### src/hw/irq_unit_pkg.sv
package irq_unit_pkg;
  localparam logic [7:0] second_request_flags_addr = 8'h07;
  localparam logic [7:0] first_request_enables_addr = 8'h08;
  localparam logic [7:0] second_request_enables_addr = 8'h09;
  localparam logic [7:0] link_error_flags_addr = 8'h0a;
  localparam logic [7:0] first_request_flags_addr = 8'h06;
  localparam logic [7:0] reg_reset = 8'h00;
  localparam int set_bit = 7;
  localparam int global_bit = 6;
  localparam int inv_bit = 7;
  localparam int push_pull_bit = 7;
  localparam int pin_gate_bit = 6;
  localparam int eeprom_err_bit = 7;
  localparam int misuse_err_bit = 6;
  localparam int overflow_err_bit = 5;
  localparam int summary_bit = 1;

  typedef struct packed {
    logic wr;
    logic [7:0] addr;
    logic [7:0] wdata;
  } reg_req_s;

  typedef struct packed {
    logic [6:0] first_flags;
    logic [6:0] first_set;
    logic [5:0] second_set;
    logic eeprom_error;
    logic eeprom_done;
    logic buffer_write;
    logic buffer_full;
    logic write_forbidden;
    logic command_start;
    logic multi_frame_receive;
    logic errors_stored;
    logic [2:0] other_errors;
  } events_s;

  typedef struct packed {
    logic drive;
    logic level;
    logic oe;
  } pin_s;
endpackage

### src/hw/irq_pin_driver.sv
`timescale 1ns/1ps
`default_nettype none
module irq_pin_driver
(
  input wire logic core_clk,
  input wire logic resetn,
  input wire logic global_active,
  input wire logic pin_output_gate,
  input wire logic invert,
  input wire logic pin_push_pull_select,
  output var irq_unit_pkg::pin_s pin
);
  irq_unit_pkg::pin_s state;
  irq_unit_pkg::pin_s next_state;
  logic level;

  always_comb
  begin
    level = (global_active & pin_output_gate) ^ invert;
    next_state.drive = level;
    next_state.level = level;
    // open-drain can only pull low
    next_state.oe = pin_push_pull_select | ~level;
  end

  always_ff @(posedge core_clk or negedge resetn)
  begin
    if (!resetn)
      state <= '0;
    else
      state <= next_state;
  end

  assign pin = state;
endmodule
`default_nettype wire

### src/hw/reader_frontend_irq_error_unit.sv
// Functional notes
// - second request write: bit7 sets or clears
// - global flag on any enabled active flag
// - card detect sets bit 5
// - timer underflows set bits 4 to 0
// - first enable bit7 inverts pin
// - first enables gate first flags globally
// - second enables gate card and timer flags
// - bit7 push-pull else open-drain pin
// - pin follows global only when gated
// - eeprom failure sets error bit 7
// - forbidden buffer write sets error bit 6
// - bit 6 cleared at command start outside multi-frame receive, or at errors stored in multi-frame receive
// - full buffer write sets bit 5, ignore
// - first request register same set/clear
// - buffer errors or link error bits 1 to 0 set summary flag
`timescale 1ns/1ps
`default_nettype none
module reader_frontend_irq_error_unit
(
  input wire logic core_clk,
  input wire logic resetn,
  input wire irq_unit_pkg::reg_req_s req,
  input wire irq_unit_pkg::events_s ev,
  output logic [7:0] rdata,
  output logic buffer_accept,
  output logic pin_out,
  output logic pin_oe
);
  typedef struct packed {
    logic [6:0] first_flags;
    logic [6:0] second_flags;
    logic [7:0] first_en;
    logic [7:0] second_en;
    logic [7:0] errors;
    logic [7:0] rdata;
    logic buffer_accept;
  } state_s;

  state_s state;
  state_s next_state;
  irq_unit_pkg::pin_s pin;
  logic active;
  logic [6:0] second_view;
  logic write_first;
  logic write_second;
  logic new_error;
  logic drop;

  always_comb
  begin
    next_state = state;
    write_first = req.wr && req.addr == irq_unit_pkg::first_request_flags_addr;
    write_second = req.wr && req.addr == irq_unit_pkg::second_request_flags_addr;
    // host write first, hardware sets after so a same-cycle event wins
    if (write_first)
    begin
      if (req.wdata[irq_unit_pkg::set_bit])
        next_state.first_flags = state.first_flags | req.wdata[6:0];
      else
        next_state.first_flags = state.first_flags & ~req.wdata[6:0];
    end
    if (write_second)
    begin
      if (req.wdata[irq_unit_pkg::set_bit])
        next_state.second_flags[5:0] = state.second_flags[5:0] | req.wdata[5:0];
      else
        next_state.second_flags[5:0] = state.second_flags[5:0] & ~req.wdata[5:0];
    end
    if (req.wr && req.addr == irq_unit_pkg::first_request_enables_addr)
      next_state.first_en = req.wdata;
    if (req.wr && req.addr == irq_unit_pkg::second_request_enables_addr)
      next_state.second_en = req.wdata;
    // error flags
    if (ev.eeprom_done)
      next_state.errors[irq_unit_pkg::eeprom_err_bit] = ev.eeprom_error;
    if (ev.multi_frame_receive ? ev.errors_stored : ev.command_start)
      next_state.errors[irq_unit_pkg::misuse_err_bit] = 1'b0;
    // overflow flag locks out all later writes until a new command clears it
    drop = state.errors[irq_unit_pkg::overflow_err_bit] | ev.buffer_full;
    if (ev.command_start)
      next_state.errors[irq_unit_pkg::overflow_err_bit] = 1'b0;
    if (ev.buffer_write && ev.write_forbidden)
      next_state.errors[irq_unit_pkg::misuse_err_bit] = 1'b1;
    if (ev.buffer_write && ev.buffer_full)
      next_state.errors[irq_unit_pkg::overflow_err_bit] = 1'b1;
    next_state.errors[2:0] = ev.other_errors;
    next_state.buffer_accept = ev.buffer_write && !drop;
    // collision alone does not raise the summary flag
    new_error = (next_state.errors[6] & ~state.errors[6])
      | (next_state.errors[5] & ~state.errors[5])
      | |(ev.other_errors[1:0] & ~state.errors[1:0]);
    next_state.first_flags = next_state.first_flags | ev.first_set
      | (new_error ? 7'h02 : 7'h00);
    next_state.second_flags[5:0] = next_state.second_flags[5:0] | ev.second_set;
    active = |(next_state.first_flags & next_state.first_en[6:0])
      | |(next_state.second_flags[5:0] & next_state.second_en[5:0]);
    next_state.second_flags[irq_unit_pkg::global_bit] = active;
    second_view = state.second_flags;
    unique case (req.addr)
      irq_unit_pkg::first_request_flags_addr: next_state.rdata = {1'b0, state.first_flags};
      irq_unit_pkg::second_request_flags_addr: next_state.rdata = {1'b0, second_view};
      irq_unit_pkg::first_request_enables_addr: next_state.rdata = state.first_en;
      irq_unit_pkg::second_request_enables_addr: next_state.rdata = state.second_en;
      irq_unit_pkg::link_error_flags_addr: next_state.rdata = state.errors;
      default: next_state.rdata = 8'h00;
    endcase
  end

  always_ff @(posedge core_clk or negedge resetn)
  begin
    if (!resetn)
      state <= '0;
    else
      state <= next_state;
  end

  irq_pin_driver pin_drv
  (
    .core_clk(core_clk),
    .resetn(resetn),
    .global_active(state.second_flags[irq_unit_pkg::global_bit]),
    .pin_output_gate(state.second_en[irq_unit_pkg::pin_gate_bit]),
    .invert(state.first_en[irq_unit_pkg::inv_bit]),
    .pin_push_pull_select(state.second_en[irq_unit_pkg::push_pull_bit]),
    .pin(pin)
  );

  assign rdata = state.rdata;
  assign buffer_accept = state.buffer_accept;
  assign pin_out = pin.drive;
  assign pin_oe = pin.oe;
endmodule
`default_nettype wire

### config.mk
export PLATFORM = sky130hd
export DESIGN_NAME = reader_frontend_irq_error_unit
export DESIGN_NICKNAME = d
export VERILOG_FILES = /design/src/hw/irq_unit_pkg.sv /design/src/hw/irq_pin_driver.sv /design/src/hw/reader_frontend_irq_error_unit.sv
export SDC_FILE = /design/constraint.sdc
export NUM_CORES = 1
export LEC_CHECK = 0
export ABC_AREA = 1
export BUFFER_PORTS_ARGS = -buffer_cell sky130_fd_sc_hd__buf_2
export CAP_MARGIN = 20
export CORE_MARGIN = 8
export CORE_UTILIZATION = 47
export DETAILED_ROUTE_END_ITERATION = 7
export PLACE_DENSITY = 0.72
export REMOVE_ABC_BUFFERS = 1
export SLEW_MARGIN = 20
export SYNTH_ARGS = -nofsm -noshare
export SYNTH_HDL_FRONTEND = slang
export SYNTH_SLANG_ARGS = --single-unit
### constraint.sdc
create_clock -name core_clk -period 1.04 [get_ports core_clk]
set_input_delay 0.208 -clock core_clk [delete_from_list [all_inputs] [get_ports core_clk]]
set_output_delay 0.208 -clock core_clk [all_outputs]
set_load 0.1 [all_outputs]
# --- Word level (Yosys, flattened, before mapping) ---
# Cells that the tools add are included.
word_totals:
  register_bits: 47
  latchBits: 0
  ramBits: 0
  rom_bits: 0
  wordCells: 66
  mem_count: 0
classes:
  n_addsub: 0
  multipliers: 0
  div: 0
  n_lt_le_gt_ge: 0
  n_eq_ne: 5
  n_shift: 0
  muxes: 13
  bitwise: 25
  reduce_logical: 11
ops:
  columns: ["operator", "count"]
  rows:
  - ["$pmux W8 S5", 1]
  - ["$eq A8 B4 Y1 const B", 3]
  - ["$mux W7", 3]
  - ["$mux W6", 3]
  - ["$eq A8 B3 Y1 const B", 2]
  - ["$and A7 B7 Y7", 2]
  - ["$or A7 B7 Y7", 2]
  - ["$and A6 B6 Y6", 2]
  - ["$or A6 B6 Y6", 2]
  - ["$logic_and A1 B1 Y1", 7]
  - ["$not A7 Y7", 1]
  - ["$or A7 B2 Y7", 1]
  - ["$reduce_or A7 Y1", 1]
  - ["$not A6 Y6", 1]
  - ["$reduce_or A6 Y1", 1]
  - ["$mux W1", 5]
  - ["$or A1 B1 Y1", 5]
  - ["$and A1 B1 Y1", 3]
  - ["$not A1 Y1", 3]
  - ["$and A2 B2 Y2", 1]
  - ["$mux W2", 1]
  - ["$not A2 Y2", 1]
  - ["$reduce_or A2 Y1", 1]
  - ["$logic_not A1 Y1", 1]
  - ["$xor A1 B1 Y1", 1]

# --- Longest topological paths before layout ---
depth:
  word_depth: 11
  mapped_depth: 12
  depth_no_buf: 12

# --- Hierarchy ---
# A second synthesis with hierarchy kept.
hier_totals:
  cells_unflattened: 308
  hier_area_um2: 2417.3
modules_own_cells:
  columns: ["mod", "instances", "cells_each", "area_each_um2"]
  rows:
  - ["reader_frontend_irq_error_unit", 1, 298, 2327.2]
  - ["irq_pin_driver", 1, 10, 90.1]

# --- Least setup slack after synthesis ---
# Ideal clock, no wire load.
synth_timing:
  path_type: "in2reg"
  from: "in req[15] in the netlist's numbering"
  to: "reg state (netlist bit second_view[6])"
  setup_ns: 0.125
  arrival_time_ns: 1.157
  setup_slack_ns: -0.242
  stages: 12
  n_path_buf: 0
  cell_sequence: "nor2_1 > nand2_2 > inv_4 > nand2_2 > clkinv_4 > nand2_4 > nand2_1 > nand2_1 > nand2_1 > nand2_1 > nor2_1 > nand3_1"
synth_rtl:
  columns: ["element", "line_no", "text"]
  rows:
  - ["start, declared", "reader_frontend_irq_error_unit.sv:23", "input wire irq_unit_pkg::reg_req_s req,"]
  - ["end signal, assigned", "reader_frontend_irq_error_unit.sv:115", "state <= next_state;"]
  - ["end, declared", "reader_frontend_irq_error_unit.sv:40", "state_s state;"]

==> results.yml <==
worst_setup_path:
  r2r_setup_slack_ps: -230
  end_kind: "flip-flop"
  max_stage_delay_ps: 210
  start_kind: "input pin"
  regToRegStartpoint: "state[45]"
  critPathKind: "in -> reg"
  cp_max_fo: 7
  timing.rr.end: "second_view[6]"
  crit_family: "simple AND/OR/NAND/NOR gates"
  crit_path_cell_trace: "buf_2 > nor2_4 > nand2_4 > nor2_4 > buf_4 > nand3_1 > nand2_1 > nand2_2 > nand2_1 > nand2_1 > nor2_1 > nand3_1"
  cp.required_ps: 1240
  worstPathArrival_ps: 1490
  path_common_cell: "nand2_1"
  crit_buf_inv: 2
  reg2regPathDepth: 8
  worst_path_max_delay_cell: "nor2_4"
timing:
  drv_slew: 0
  period_needed_ps: 1300
  slew_headroom_pct: 75.8
  rsz0062_at_grt: "yes"
  hold_violations: 0
  tns_ps: -1300
  setup_ws_ps: -257
  worst_pin_slew_ps: 364
  max_freq_mhz: 771
  clock-skew-final_ps: 12.3
  min_period_over_period_pct: 125
  setup_viol: 20
finish:
  fillerInstances: 366
  seq_area_sq_um: 1180
  final_nets: 463
  n_antenna_cell: 0
  multiInputGateArea_sq_um: 1190
  final_cell_count_no_fill: 484
  drive_gt1_share_pct: 42.5
  final_area_sq_um: 3700
  syn_to_final_growth_pct: 55.4
  fin_util_pct: 73.9
die:
  rows: 26
  dieArea_sq_um: 7600
  chipWidth_um: 87.2
  ios: 61
  die_h_um: 87.2
  start_util_pct: 47.5
  coreArea_sq_um: 5010
global_route:
  grt_usage_pct: 19.3
  antenna_found_initial: 0
  gr-total-overflow: 0
  grt_pass1_wl_mm: 11.3
  grt_max_degree: 22
  grt_pass1_vias: 2448
cts:
  cts_buffer_depth: 2
  clock_latency_ps: 310
  path_clk_slew_ps: 100
  htreeDepth: 2
  cts_root_buffer: "clkbuf_8"
  cts_buffers: 5
  clock-sinks: 47
  cts_tree: "built"
power_and_ir_drop:
  p_int_uw: 2790
  pwr-share-clk_pct: 30.1
  combPwrFrac_pct: 20.8
  seqPwrFrac_pct: 49.2
  p_sw_uw: 1220
  p_leak_uw: 0.00194
  peakVddDrop_v: 0.000780
  switching_share_pct: 30.5
  power_density_nw_per_um2: 1090
run:
  max_cap_violations: 0
logic_synthesis:
  synth_area_per_cell_sq_um: 7.91
  synth-warning-count: 0
  ys_seq_area_share_pct: 49.4
  ys_seq_elements: 47
  syn_inst: 301
  synth_cell_type_count: 33
  syn_area_sq_um: 2380
route:
  dr.pass1.iters: 5
  vias_per_cell: 5.33
  vias: 2580
  drc_errors: 0
  wl_mm: 8.17
  ant_nets: 0
  drt_iter0_markers: 218
  wl_per_cell_um: 16.9
placed_design:
  gp_congestion: 0.955
  placed_cell_area_sq_um: 3220
  port_buffers: 53
  placed_cells: 463
  dp_hpwl_mm: 5.16
run_status:
  violations: "negative setup slack"
  run_status: "finished with violations"
worst_hold_path:
  min_to: "state[9]"
  min_from: "ev[0]"
  hold_depth: 1
  hp-class: "in -> reg"
## area by class of cell
class                      instances  share of cell area (%)
clock buffer                       6                    2.23
clock inverter                     2                   0.440
inverter                          36                    4.33
multi-input combinational        208                    32.2
sequential                        47                    31.8
tap                               70                    2.37
timing repair buffer             115                    26.6
## power by group through the flow
stage               sequential [uW]  combinational (uW)  clock, uW
floorplan                      2150                 195          0
global route                   1980                 896       1290
global placement               2000                 728          0
CTS                            1960                 758       1240
finish                         1970                 834       1210
detailed placement             2000                 738          0
## what timing repair did
item | 4_1_cts | 5_1_grt
endpoints found under the setup margin | 17 | 25
gates resized for setup | 21 | 55
endpoints found under the hold margin | 11 | 0
gates cloned | 0 | 1
setup buffers | 2 | 9
pin swaps | 5 | 15
hold buffers | 2 | 0
## synthesized netlist by cell type
| cell type | n | share of area (%) |
|---|---|---|
| a211oi_1 | 1 | 0.32 |
| o221ai_1 | 1 | 0.37 |
| nand2_2 | 3 | 0.79 |
| nand4_1 | 5 | 1.3 |
| buf_4 | 8 | 2.5 |
| nor3_1 | 1 | 0.21 |
| a221oi_1 | 2 | 0.74 |
| inv_4 | 1 | 0.26 |
| buf_6 | 1 | 0.47 |
| nand3_4 | 1 | 0.74 |
| nor2_4 | 2 | 0.95 |
| nand3_2 | 1 | 0.42 |
| o21ai_0 | 10 | 2.1 |
| mux2_2 | 2 | 0.95 |
| clkinv_4 | 1 | 0.37 |
| nand2_4 | 1 | 0.47 |
| o22ai_1 | 1 | 0.26 |
| o211ai_1 | 1 | 0.32 |
| nand3_1 | 12 | 2.5 |
| xor2_1 | 1 | 0.37 |
| nand2_1 | 118 | 19 |
| nor2_2 | 2 | 0.53 |
| a21oi_1 | 4 | 0.84 |
| buf_2 | 1 | 0.21 |
| inv_1 | 29 | 4.6 |
| dfrtp_1 | 47 | 49 |
| o21ai_1 | 12 | 2.5 |
| clkbuf_1 | 1 | 0.16 |
| o2111ai_1 | 2 | 0.74 |
| inv_2 | 4 | 0.63 |
| nand3b_1 | 9 | 2.8 |
| nor2_1 | 15 | 2.4 |
| clkinv_1 | 1 | 0.16 |
## how the worst max path moves through the flow
stage / slack [ps] / from / end / depth (start not counted)
floorplan: -240 / req[15] / second_view[6] / 12
global placement: -480 / req[15] / second_view[6] / 11
detailed placement: -490 / req[15] / second_view[6] / 11
CTS: -170 / state[10] / second_view[6] / 11
global route: -400 / req[13] / second_view[6] / 12
finish: -260 / req[13] / second_view[6] / 12
## sequential cells by signal (all words and copies together), names as in the netlist
signal and count:
buffer_accept 1, pin_drv.pin 2, state 29, second_view 7, rdata 8
## placed cells by master (no fill, tap or decap), types with 10 or more instances in the layout
cell / n
buf_12: 13
buf_2: 38
buf_4: 49
buf_6: 13
dfrtp_1: 47
inv_1: 23
nand2_1: 104
nand2_2: 12
nand3_1: 12
nor2_1: 10
o21ai_1: 11
## cell families (layout without fill, tap and decap cells)
kind of cell    count (synthesis)  after routing  synth area share [%]
simple gates                  170            171                  31.7
flops                          47             47                  49.4
buf+inv                        47            159                  9.35
compound gates                 34             34                  8.20
mux                             2              2                 0.946
xor+xnor                        1              1                 0.368
## routing by layer
metal | vias up | global-route usage, % | wire length, um | part of all wire [%]
met5 | - | 0 | 0 | 0
met4 | 0 | 6.41 | 267 | 3.3
met3 | 31 | 5.00 | 691 | 8.5
met2 | 150 | 34.4 | 4170 | 51
met1 | 1220 | 21.7 | 3040 | 37
li1 | 1179 | - | - | -
## per-stage QoR
stage          hold WS, ps  power [uW]  worst slack, ps
6_report              18.5        4010             -257
5_1_grt               13.1        4170             -396
4_1_cts               9.44        3960             -173
3_5_place_dp           137        2740             -491
3_3_place_gp           131        2720             -482
2_1_floorplan        -87.6        2340             -242
Note: power is estimated with default switching activity, not from simulation.
